[src/rtl/rsc_pkg.sv]
// package: register map, cause bits and timing constants of the reset controller
package rsc_pkg;
   // ==========================================================
   // register offsets (byte addresses)
   localparam logic [7:0] RSC_OFF_CAUSE   = 8'h00; // reset_cause_flags
   localparam logic [7:0] RSC_OFF_BLKCTL  = 8'h04; // block_reset_control
   localparam logic [7:0] RSC_OFF_CORECTL = 8'h08; // core_interrupt_reset_ctrl
   localparam logic [7:0] RSC_OFF_PROG    = 8'h0c; // programming_control
   // ==========================================================
   // field positions
   localparam int RSC_CAUSE_POR   = 0;
   localparam int RSC_CAUSE_PIN   = 1;
   localparam int RSC_CAUSE_WDT   = 2;
   localparam int RSC_CAUSE_LVR   = 3;
   localparam int RSC_CAUSE_BOD   = 4;
   localparam int RSC_CAUSE_MCU   = 5;
   localparam int RSC_CAUSE_CORE  = 7;
   localparam int RSC_BLK_CHIP    = 0;
   localparam int RSC_BLK_CORE    = 1;
   localparam int RSC_CORE_REBOOT = 2;
   localparam int RSC_PROG_BOOT   = 1;
   localparam int RSC_NUM_SRC     = 8;
   // ==========================================================
   // values after reset
   localparam logic [7:0] RSC_CAUSE_RST = 8'h01;
   localparam logic       RSC_BOOT_RST  = 1'b0;
   // ==========================================================
   // reset pulse length
   localparam int         RSC_CLK_MHZ      = 50;
   localparam int         RSC_PULSE_NS     = 320;
   localparam int         RSC_PULSE_CYC    = (RSC_PULSE_NS * RSC_CLK_MHZ + 999) / 1000;
   localparam logic [4:0] RSC_PULSE_CYC_W  = 5'(RSC_PULSE_CYC);
   // ==========================================================
   // sequencer states
   typedef enum logic [2:0]
   {
      RSC_ST_RUN  = 3'b001,
      RSC_ST_HOLD = 3'b010,
      RSC_ST_REL  = 3'b100
   } rsc_state_t;
   // reset scope
   typedef enum logic [1:0]
   {
      RSC_SC_CORE = 2'h0,
      RSC_SC_SYS  = 2'h1,
      RSC_SC_CHIP = 2'h2
   } rsc_scope_t;
endpackage : rsc_pkg

[src/rtl/rsc_src_if.sv]
// interface: synchronised reset source requests between sync and sequencer
`timescale 1ns/100ps
interface rsc_src_if;
   logic [7:0] req;
   modport src (output req);
   modport dst (input  req);
endinterface : rsc_src_if

[src/rtl/rsc_src_sync.sv]
// module: two-flop synchronisers for hardware reset sources
`timescale 1ns/100ps
module rsc_src_sync
(
   // clock and reset
   input  wire logic clk_i,
   input  wire logic reset_n_i,
   // raw sources
   input  wire logic [7:0] raw_i,
   // synchronised requests
   rsc_src_if.src          sync_o
);
   import rsc_pkg::*;
   logic [7:0] meta_r;
   logic [7:0] sync_r;
   // ==========================================================
   // per-bit synchroniser chain
   genvar g;
   generate
      for (g = 0; g < RSC_NUM_SRC; g++)
      begin : g_sync
         always_ff @(posedge clk_i or negedge reset_n_i)
         begin
            if (!reset_n_i)
            begin
               meta_r[g] <= 1'b0;
               sync_r[g] <= 1'b0;
            end
            else
            begin
               meta_r[g] <= raw_i[g];
               sync_r[g] <= meta_r[g];
            end
         end
      end
   endgenerate
   assign sync_o.req = sync_r;
endmodule : rsc_src_sync

[src/rtl/rsc_top.sv]
// module: system reset source controller top
//
// Strobed register access and the register offsets are this design's own decisions.
`timescale 1ns/100ps
// What this block does
// - cause flags: bit0 power/chip, 1 pin, 2 watchdog, 3 low volt, 4 brownout, 5 mcu, 7 core
// - power-on, pin low, watchdogs, low voltage, brownout are hardware sources
// - writing 1 to control bit 0 resets the whole chip
// - writing 1 to reboot bit 2 reboots, keeping boot select
// - writing 1 to control bit 1 resets only the core
// - power-on or chip reset clears peripherals, crystal and boot select bit
// - reboot resets peripherals but keeps crystal and boot select
// - every source except core-only resets core and peripherals
// - seven distinct reset causes are flagged; both watchdogs share bit 2
module rsc_top
(
   // clock and reset
   input  wire logic        clk_i,
   input  wire logic        reset_n_i,
   // hardware reset sources
   input  wire logic        ext_reset_pin_n_i,
   input  wire logic        wdt_timeout_i,
   input  wire logic        wwdt_timeout_i,
   input  wire logic        low_voltage_reset_i,
   input  wire logic        brownout_reset_i,
   // register port
   input  wire logic [7:0]  reg_addr_i,
   input  wire logic [31:0] reg_wdata_i,
   input  wire logic        reg_wr_i,
   input  wire logic        reg_rd_i,
   output logic      [31:0] reg_rdata_o,
   // reset outputs, active low
   output logic             core_reset_n_o,
   output logic             periph_reset_n_o,
   output logic             xtal_reset_n_o,
   // boot select bit
   output logic             boot_select_o
);
   import rsc_pkg::*;

   // ==========================================================
   // source synchronisation
   rsc_src_if  src_bus ();
   logic [7:0] raw_src;
   logic [7:0] hw_req;
   logic       sw_chip;
   logic       sw_mcu;
   logic       sw_core;

   // software bits enter the synchroniser as plain zero lanes
   assign raw_src = {3'h0, brownout_reset_i, low_voltage_reset_i,
                     wdt_timeout_i | wwdt_timeout_i, ~ext_reset_pin_n_i, 1'b0};

   rsc_src_sync u_sync
   (
      .clk_i     (clk_i),
      .reset_n_i (reset_n_i),
      .raw_i     (raw_src),
      .sync_o    (src_bus.src)
   );
   assign hw_req = src_bus.req;

   // ==========================================================
   // software request decode
   logic wr_blk;
   logic wr_core;
   logic wr_prog;
   assign wr_blk  = reg_wr_i && (reg_addr_i == RSC_OFF_BLKCTL);
   assign wr_core = reg_wr_i && (reg_addr_i == RSC_OFF_CORECTL);
   assign wr_prog = reg_wr_i && (reg_addr_i == RSC_OFF_PROG);
   assign sw_chip = wr_blk  && reg_wdata_i[RSC_BLK_CHIP];
   assign sw_core = wr_blk  && reg_wdata_i[RSC_BLK_CORE] && !sw_chip;
   assign sw_mcu  = wr_core && reg_wdata_i[RSC_CORE_REBOOT];

   // ==========================================================
   // request classification
   logic       any_hw;
   logic       req_any;
   rsc_scope_t req_scope;
   logic [7:0] req_cause;
   assign any_hw  = |hw_req[RSC_CAUSE_BOD:RSC_CAUSE_PIN];
   assign req_any = any_hw | sw_chip | sw_mcu | sw_core;

   // widest scope wins when several sources coincide
   always_comb
   begin
      req_cause = 8'h00;
      req_cause[RSC_CAUSE_PIN] = hw_req[RSC_CAUSE_PIN];
      req_cause[RSC_CAUSE_WDT] = hw_req[RSC_CAUSE_WDT];
      req_cause[RSC_CAUSE_LVR] = hw_req[RSC_CAUSE_LVR];
      req_cause[RSC_CAUSE_BOD] = hw_req[RSC_CAUSE_BOD];
      req_cause[RSC_CAUSE_POR] = sw_chip;
      req_cause[RSC_CAUSE_MCU] = sw_mcu;
      req_cause[RSC_CAUSE_CORE] = sw_core;
      if (sw_chip)
         req_scope = RSC_SC_CHIP;
      else if (any_hw || sw_mcu)
         req_scope = RSC_SC_SYS;
      else
         req_scope = RSC_SC_CORE;
   end

   // ==========================================================
   // sequencer
   rsc_state_t state_r;
   rsc_state_t state_nxt;
   rsc_scope_t scope_r;
   logic [4:0] cnt_r;
   logic       hold_done;
   assign hold_done = (cnt_r == 5'h00);

   // state register
   always_ff @(posedge clk_i or negedge reset_n_i)
   begin
      if (!reset_n_i)
         state_r <= RSC_ST_HOLD;
      else
         state_r <= state_nxt;
   end

   // next state: hold while a source stays active or count runs
   always_comb
   begin
      state_nxt = state_r;
      unique case (state_r)
         RSC_ST_RUN:
            if (req_any)
               state_nxt = RSC_ST_HOLD;
         RSC_ST_HOLD:
            if (hold_done && !req_any)
               state_nxt = RSC_ST_REL;
         RSC_ST_REL:
            if (req_any)
               state_nxt = RSC_ST_HOLD;                      // a late request is not lost
            else
               state_nxt = RSC_ST_RUN;
      endcase
   end

   // hold counter, reloaded by every new or lasting request
   always_ff @(posedge clk_i or negedge reset_n_i)
   begin
      if (!reset_n_i)
         cnt_r <= RSC_PULSE_CYC_W;
      else if (req_any)
         cnt_r <= RSC_PULSE_CYC_W;
      else if (state_r == RSC_ST_HOLD && !hold_done)
         cnt_r <= cnt_r - 5'h01;
   end

   // scope register, widened during a hold, never narrowed
   always_ff @(posedge clk_i or negedge reset_n_i)
   begin
      if (!reset_n_i)
         scope_r <= RSC_SC_CHIP;
      else if (req_any && (state_r != RSC_ST_HOLD || req_scope > scope_r))
         scope_r <= req_scope;
   end

   // ==========================================================
   // reset outputs
   logic in_hold;
   assign in_hold = (state_r == RSC_ST_HOLD);

   always_ff @(posedge clk_i or negedge reset_n_i)
   begin
      if (!reset_n_i)
      begin
         core_reset_n_o   <= 1'b0;
         periph_reset_n_o <= 1'b0;
         xtal_reset_n_o   <= 1'b0;
      end
      else
      begin
         core_reset_n_o   <= !in_hold;
         periph_reset_n_o <= !(in_hold && scope_r != RSC_SC_CORE);
         xtal_reset_n_o   <= !(in_hold && scope_r == RSC_SC_CHIP);
      end
   end

   // boot select: cleared by chip-wide reset, kept by reboot
   always_ff @(posedge clk_i or negedge reset_n_i)
   begin
      if (!reset_n_i)
         boot_select_o <= RSC_BOOT_RST;
      else if (in_hold && scope_r == RSC_SC_CHIP)
         boot_select_o <= RSC_BOOT_RST;
      else if (wr_prog && !in_hold)
         boot_select_o <= reg_wdata_i[RSC_PROG_BOOT];
   end

   // ==========================================================
   // cause flags: set wins over write-one-to-clear
   logic [7:0] cause_r;
   logic [7:0] cause_nxt;
   always_comb
   begin
      cause_nxt = cause_r;
      if (reg_wr_i && reg_addr_i == RSC_OFF_CAUSE)
         cause_nxt = cause_r & ~reg_wdata_i[7:0];
      cause_nxt = cause_nxt | req_cause;
   end

   always_ff @(posedge clk_i or negedge reset_n_i)
   begin
      if (!reset_n_i)
         cause_r <= RSC_CAUSE_RST;
      else
         cause_r <= cause_nxt;
   end

   // ==========================================================
   // read port, data one cycle after strobe
   logic [31:0] rd_mux;
   always_comb
   begin
      rd_mux = 32'h0000_0000;
      unique case (reg_addr_i)
         RSC_OFF_CAUSE:   rd_mux = {24'h00_0000, cause_r};
         RSC_OFF_BLKCTL:  rd_mux = 32'h0000_0000;  // self-clearing triggers
         RSC_OFF_CORECTL: rd_mux = 32'h0000_0000;
         RSC_OFF_PROG:    rd_mux = {30'h0, boot_select_o, 1'b0};
         default:         rd_mux = 32'h0000_0000;
      endcase
   end

   always_ff @(posedge clk_i or negedge reset_n_i)
   begin
      if (!reset_n_i)
         reg_rdata_o <= 32'h0000_0000;
      else if (reg_rd_i)
         reg_rdata_o <= rd_mux;
      else
         reg_rdata_o <= 32'h0000_0000;
   end

   // ==========================================================
   // checks
   // cycles since the last request, saturating, for the release check
   logic [4:0] quiet_cnt_r;
   always_ff @(posedge clk_i or negedge reset_n_i)
   begin
      if (!reset_n_i)
         quiet_cnt_r <= 5'h00;
      else if (req_any)
         quiet_cnt_r <= 5'h00;
      else if (quiet_cnt_r != 5'h1f)
         quiet_cnt_r <= quiet_cnt_r + 5'h01;
   end

   a_core_only_scope: assert property (@(posedge clk_i) disable iff (!reset_n_i)
      (state_r == RSC_ST_RUN && sw_core && !any_hw) |=> ##1 (!core_reset_n_o && periph_reset_n_o))
      else $error("core reset touched peripherals");
   a_chip_clears_xtal: assert property (@(posedge clk_i) disable iff (!reset_n_i)
      (state_r == RSC_ST_RUN && sw_chip) |=> ##1 (!xtal_reset_n_o && !periph_reset_n_o))
      else $error("chip reset missed crystal");
   a_reboot_keeps_boot: assert property (@(posedge clk_i) disable iff (!reset_n_i)
      (state_r == RSC_ST_RUN && sw_mcu && !sw_chip && !any_hw) |=> ##1
      (!periph_reset_n_o && xtal_reset_n_o && $stable(boot_select_o)))
      else $error("reboot disturbed boot select");
   a_mcu_flag_set: assert property (@(posedge clk_i) disable iff (!reset_n_i)
      sw_mcu |=> cause_r[RSC_CAUSE_MCU])
      else $error("mcu cause flag not set");
   a_hw_holds_reset: assert property (@(posedge clk_i) disable iff (!reset_n_i)
      hw_req[RSC_CAUSE_BOD] |=> ##1 (!core_reset_n_o && !periph_reset_n_o))
      else $error("brownout did not reset");
   a_pulse_min_len: assert property (@(posedge clk_i) disable iff (!reset_n_i)
      $fell(core_reset_n_o) |-> !core_reset_n_o [*8])
      else $error("reset pulse too short");
   a_pin_flag_set: assert property (@(posedge clk_i) disable iff (!reset_n_i)
      hw_req[RSC_CAUSE_PIN] |=> cause_r[RSC_CAUSE_PIN])
      else $error("pin cause flag not set");
   a_chip_boot_clear: assert property (@(posedge clk_i) disable iff (!reset_n_i)
      (in_hold && scope_r == RSC_SC_CHIP) |=> !boot_select_o)
      else $error("boot select survived chip reset");
   a_release_bounded: assert property (@(posedge clk_i) disable iff (!reset_n_i)
      (quiet_cnt_r >= RSC_PULSE_CYC_W + 5'h02) |-> core_reset_n_o)
      else $error("core reset never released");
endmodule : rsc_top

[config.mk]
export PLATFORM = sky130hd
export DESIGN_NAME = rsc_top
export DESIGN_NICKNAME = d
export VERILOG_FILES = /design/src/rtl/rsc_pkg.sv /design/src/rtl/rsc_src_if.sv /design/src/rtl/rsc_src_sync.sv /design/src/rtl/rsc_top.sv
export SDC_FILE = /design/constraint.sdc
export NUM_CORES = 1
export LEC_CHECK = 0
export ABC_AREA = 1
export BUFFER_PORTS_ARGS = -buffer_cell sky130_fd_sc_hd__buf_2
export CORE_MARGIN = 2
export CORE_UTILIZATION = 50
export CTS_BUF_LIST = sky130_fd_sc_hd__clkbuf_16
export DETAILED_ROUTE_END_ITERATION = 6
export HOLD_SLACK_MARGIN = 0.05
export PLACE_DENSITY = 0.84
export RECOVER_POWER = 25
export SLEW_MARGIN = 20
export SYNTH_ARGS = -nofsm -noshare
export SYNTH_HDL_FRONTEND = slang
export SYNTH_SLANG_ARGS = --single-unit
[constraint.sdc]
create_clock -name clk_i -period 4.3 [get_ports clk_i]
set_clock_uncertainty 0.15 [all_clocks]
set_input_delay 0 -clock clk_i [delete_from_list [all_inputs] [get_ports clk_i]]
set_output_delay 0 -clock clk_i [all_outputs]
set_load 0.02 [all_outputs]
==> metrics.yaml, run 1 <==
floorplan:
  die_width_um: 65.3
  core.rowCount: 22
  ios: 85
  initial_core_util: 0.517
  core_um2: 3630
  die-area_um2: 4260
  fp.dieH_um: 65.3
timing:
  setup_viol: 0
  fin_crit_sh: 0.553
  max_freq_mhz: 420
  tns_ns: 0
  rsz0062_at_grt: "false"
  tightest_slew_ns: 1.95
  timing.slew.headroom: -0.302
  hold_violations: 0
  setup_slack_ns: 1.92
  slew_viol_final: 39
  finalCriticalPeriod_ns: 2.38
synthesis:
  syn_area_um2: 1880
  syn_area_per_cell_um2: 9.40
  yosysTopAreaCell: "dfrtp_1"
  yosysWarnings: 0
  synthTopCellsByArea: "dfrtp_1 45%, buf_4 9.6%, inv_1 6.2%, nand2_1 5.8%, dfstp_2 5.6%"
  synth_cell_types: 31
  synth_most_common_cell: "dfrtp_1"
  synthTopCellsByCount: "34 x dfrtp_1, 31 x inv_1, 29 x nand2_1, 24 x buf_4, 16 x nor2_1"
  synth_edf_count: 0
  synth_ff_type: "dfrtp_1"
  synth-seq-area-share: 0.509
  synth_top_area_share: 0.453
  ys_ff_latch: 38
  synthCells: 200
  async_flop_share: 1.00
placement:
  place.gp.congestion: 0.812
  place_inst: 283
  portBuffers: 36
  dp_slack_ns: 2.36
  hpwl_mm: 2.25
outcome:
  outcome: "finished with violations"
  violations: "max-capacitance violations, max-slew violations"
cts:
  clkLatencyLatePin_ns: 0.28
  clock_path_buffers: 2
  cts_tree: "yes"
  cts-resized-gates: 0
  htreeDepth: 2
  cts.sinks: 38
  cts_buffers: 5
  clk_pin_slew_ns: 0.05
  cts-root-buf: "clkbuf_16"
drt:
  viasPerCell: 4.73
  drt_iter0_markers: 127
  vias: 1495
  first_pass_iters: 4
  wire_per_inst_um: 11.7
  post-route-drc-count: 0
  wirelength_mm: 3.71
  postRouteAntennaNets: 0
final_layout:
  final_nets: 320
  drive_gt1_frac: 0.209
  num_antenna_cells: 0
  area_growth_pct: 30.0
  final_cells: 316
critical_path:
  critPathArrivalTime_ns: 2.44
  crit_fanout: 3
  start_kind: "primary input"
  endpoint_kind: "register"
  path_class: "primary input to register"
  crit_required_ns: 4.37
pwr:
  finalPower_uw: 983
  ir_drop_mv: 0.178
  leakagePower_nw: 1.30
  power_density_nw_per_um2: 402
global_routing:
  antenna_found_initial: 0
  grt_use_total: 0.199
  grt_max_degree: 39
  grt_pass1_vias: 1465
  grt_pass1_wl_mm: 6.34
  gr-total-overflow: 0
job:
  cap_viol_max_count: 1
hold_path:
  worstHoldPathType: "primary input to register"
-- flip-flops by register name, indices dropped and copies added, names as in the netlist --
| signal | count |
|---|---|
| cnt_r | 5 |
| cause_r | 8 |
| scope_r | 2 |
| boot_select_o | 1 |
| xtal_reset_n_o | 1 |
| reg_rdata_o | 8 |
| periph_reset_n_o | 1 |
| core_reset_n_o | 1 |
| state_r | 3 |
| u_sync.sync_o.req | 4 |
| u_sync.meta_r | 4 |
-- final cells by class --
| type | instances | area, um2 |
|---|---|---|
| multi-input cells | 126 | 691 |
| inverters | 35 | 134 |
| flip-flops and latches | 38 | 956 |
| well taps | 48 | 60.1 |
| clock buffers | 5 | 125 |
| fillers | 297 | 1190 |
| clock inverters | 3 | 63.8 |
| repair buffers | 61 | 414 |
-- layer usage --
layer  track usage  vias to the layer above  share of wire
met5             0                        -              0
met4        0.0911                        0          0.025
met3        0.0514                        8          0.068
met2         0.366                       74           0.51
met1         0.210                      705           0.39
li1              -                      708              -
-- timing repair --
action                     CTS  global route
hold endpoints to repair    61             0
hold buffers                25             0
setup endpoints to repair    0             0
setup buffers                0             0
-- cell usage in the layout (no fill, tap or decap), types with 3 or more instances in the layout --
cell type / Yosys / final
dfrtp_1: 34 / 34
inv_1: 31 / 31
nand2_1: 29 / 29
dlygate4sd3_1: 0 / 25
conb_1: 1 / 24
buf_2: 0 / 23
nor2_1: 16 / 16
clkbuf_1: 0 / 13
nand3_1: 6 / 7
nor3_1: 5 / 5
nand4_1: 5 / 5
clkbuf_16: 0 / 5
nor2_2: 4 / 4
o21ai_0: 4 / 4
a21oi_1: 4 / 4
ha_1: 4 / 4
dfstp_2: 4 / 4
nand3_2: 4 / 3
xor2_1: 3 / 3
-- metrics by stage --
step	utilization	hold slack, ns	cell area (um2)
6_report	0.673	0.110	2440
3_5_place_dp	0.558	-0.0406	2030
3_3_place_gp	0.558	-0.0409	2030
5_1_grt	0.673	0.122	2440
4_1_cts	0.678	0.102	2460
2_1_floorplan	-	-0.446	1970
-- final timing paths --
| check | from | to | slack [ns] | cells after the start |
|---|---|---|---|---|
| worst max-delay path | reg_addr_i[3] | boot_select_o | 1.92 | 8 |
| min in group asynchronous | reset_n_i | state_r[2] | 0.66 | 2 |
| max in group asynchronous | reset_n_i | cause_r[4] | 2.22 | 2 |
| worst min-delay path | reg_addr_i[7] | reg_rdata_o[1] | 0.11 | 6 |
| worst max register to register | state_r[1] | boot_select_o | 1.98 | 5 |
| worst min register to register | u_sync.meta_r[1] | u_sync.sync_o.req[1] | 0.20 | 0 |
-- cells by family after synthesis --
kind of cell	synth area share
simple gates	0.218
fa+ha+maj	0.0266
compound gates	0.0639
other cells	0.00200
buf+inv	0.167
flops	0.509
xor+xnor	0.0140
-- critical path: stages --
cell           delay, ns
dlygate4sd3_1       0.52
buf_2               0.13
inv_2               0.07
nor4_2              0.41
nand4_1             0.12
dlygate4sd3_1       0.59
nand2_1             0.07
dlygate4sd3_1       0.54
-- power breakdown --
group / total, mW / leakage (nW) / internal [mW] / switching (mW)
clock: 0.467 / 0.0915 / 0.330 / 0.137
sequential: 0.386 / 0.449 / 0.377 / 0.00952
combinational: 0.130 / 0.756 / 0.0450 / 0.0846
No activity file was read; power rests on OpenSTA's default activity.
==> inputs of run 2 (changes only) <==
Settings changed: CORE_UTILIZATION 50 to 47, PLACE_DENSITY 0.84 to 0.8.
Clock period 4.3 ns to 2.2 ns, I/O delays scaled along.
==> run 2 against run 1 <==
Compared with the run above:
- the flow now finishes without violations
- total power increased by 69%
- utilization is 3.1 points lower
- setup slack worse by 1.7 ns
- cell count down 0.63%
- combinational power up 91%
- critical endpoint is now scope_r[0]
- largest cell class unchanged
- highest routed layer unchanged
==> metrics.yaml, run 2 (same netlist as run 1, synthesis figures left out) <==
floorplan:
  fp.dieH_um: 67.2  # +3.0%
  initial_core_util: 0.502  # -0.0152
  core.rowCount: 22  # unchanged
  core_um2: 3740  # +3.0%
  die-area_um2: 4520  # +6.0%
  ios: 85  # unchanged
  die_width_um: 67.2  # +3.0%
timing:
  fin_crit_sh: 0.920
  slew_viol_final: 0  # -100%
  timing.slew.headroom: 0.396  # +0.699
  max_freq_mhz: 494
  setup_viol: 0  # unchanged
  finalCriticalPeriod_ns: 2.02
  tns_ns: 0  # unchanged
  tightest_slew_ns: 0.905  # -1.05 ns
  hold_violations: 0  # unchanged
  timing.hold.ws_ns: 0.0599  # -0.0503 ns
critical_path:
  crit_required_ns: 2.26  # -2.11 ns
  critPathArrivalTime_ns: 2.08  # -0.36 ns
  path_class: "primary input to register"
  path_cells: "dlygate4sd3_1 > buf_2 > inv_1 > nor4_2 > nand2_1 > inv_1 > ha_1 > inv_1 > nor2_1 > o21ai_0 > nand2_1 > nand2_4 > nand2_1 > o21ai_2"
  r2r_end: "scope_r[0]"
  r2r_slack_ns: 0.28  # -1.70 ns
  start_kind: "primary input"
  endpoint_kind: "register"
  crit_fanout: 7  # +4
  cp_slowest_stage_delay_ns: 0.51  # -0.08 ns
  worstRegToRegCells: 12  # +7
  worstReg2RegStart: "u_sync.sync_o.req[3]"
  crit_path_top_delay_cell: "dlygate4sd3_1"
placement:
  place.gp.congestion: 0.750  # -7.7%
  hpwl_mm: 2.31  # +2.5%
  portBuffers: 36  # unchanged
final_layout:
  final_nets: 319  # -0.31%
  final_cell_mix: "34 x dfrtp_1, 31 x inv_1, 29 x nand2_1"
  reg_top3: "cause_r (8), reg_rdata_o (8), cnt_r (5)"
  drive_gt1_frac: 0.218  # +0.00909
  n_fill_cell: 327  # +10%
  area_growth_pct: 27.8
  final_common_cell: "dfrtp_1"
  num_antenna_cells: 0  # unchanged
cts:
  cts_tree: "yes"
  cts.sinks: 38  # unchanged
  cts_setup_buffers: 0  # unchanged
  cts-root-buf: "clkbuf_16"
  clk_pin_slew_ns: 0.05  # about the same
  cts_buffers: 5  # unchanged
  clock_path_buffers: 2  # unchanged
  clkLatencyLatePin_ns: 0.27  # about the same
  htreeDepth: 2  # unchanged
global_routing:
  antenna_found_initial: 0  # unchanged
  gr-total-overflow: 0  # unchanged
  grt_pass1_vias: 1310  # -11%
  grt_max_degree: 39  # unchanged
  grt_pass1_wl_mm: 5.47  # -14%
  grt_use_total: 0.167  # -0.0312
hold_path:
  worstHoldStart: "reg_addr_i[3]"
  whs_endpoint: "reg_rdata_o[1]"
  holdPathStages: 5  # -1
  worstHoldPathType: "primary input to register"
drt:
  post-route-drc-count: 0  # unchanged
  vias: 1408  # -5.8%
  postRouteAntennaNets: 0  # unchanged
  wire_per_inst_um: 11.1  # -5.7%
  first_pass_iters: 4  # unchanged
  viasPerCell: 4.48  # -5.2%
  drt_iter0_markers: 88  # -31%
  wirelength_mm: 3.47  # -6.3%
pwr:
  finalPower_mw: 1.66  # +69%
  power_density_nw_per_um2: 691  # +72%
  leakagePower_nw: 1.29  # -0.87%
  ir_drop_mv: 0.347  # +95%
job:
  cap_viol_max_count: 0  # -1
outcome:
  outcome: "complete, no violations"
run 2: cell types whose count changed in the layout (fill, tap and decap cells not counted), sizes merged:
cell | before | now
dlymetal6s4s | 0 | 1
bufinv | 2 | 0
clkinv | 3 | 4
dlygate4sd3 | 25 | 23
run 2: worst max path at each step:
stage	start	to	cells past startpoint
after floorplan	u_sync.sync_o.req[3]	scope_r[0]	12
after global placement	u_sync.sync_o.req[1]	scope_r[0]	12
after detailed placement	u_sync.sync_o.req[3]	scope_r[0]	12
after CTS	state_r[1]	boot_select_o	5
after global routing	reg_wr_i	scope_r[0]	14
final	reg_wr_i	scope_r[0]	14
run 2: metal layers:
metal,global-route usage,share of wire,up-vias,routed length [um]
met3,0.0450,0.078,4,269
li1,-,-,702,-
met5,0,0,-,0
met4,0.0765,0.013,0,45
met2,0.311,0.50,55,1740
met1,0.175,0.41,647,1410
run 2: metrics by stage:
stage	worst slack, ns	instance area, um2	utilization	cells
after floorplan	0.443	1970	-	223
after global placement	0.286	2030	0.541	283
after detailed placement	0.292	2030	0.541	283
after CTS	0.0127	2400	0.641	314
after global routing	-0.00751	2400	0.642	314
final	0.175	2400	0.642	314
run 2: layout make-up:
| cell class | count | area (um2) | share of cell area |
|---|---|---|---|
| Sequential cell | 38 | 956 | 0.398 |
| Inverter | 35 | 134 | 0.0557 |
| Clock inverter | 2 | 10.0 | 0.00417 |
| Timing Repair Buffer | 60 | 408 | 0.170 |
| Tap cell | 48 | 60.1 | 0.0250 |
| Clock buffer | 5 | 125 | 0.0521 |
| Multi-Input combinational cell | 126 | 709 | 0.295 |
run 2: report_power, final:
part	leakage [nW]	switching (mW)	internal, mW
clock network	0.0694	0.251	0.408
registers	0.448	0.0175	0.735
logic	0.768	0.160	0.0886
run 2: what timing repair did:
action | in CTS | in global routing
resized for setup | 0 | 3
hold buffers | 24 | 0
setup endpoints to repair | 0 | 3
endpoints found under the hold margin | 54 | 0
run 2: critical path: cells and delay by family:
family	cells	cell delay, ns
adders and majority gates	1	0.24
and+or+nand+nor	6	0.73
buffers and inverters	5	0.91
AOI/OAI and AO/OA	2	0.19
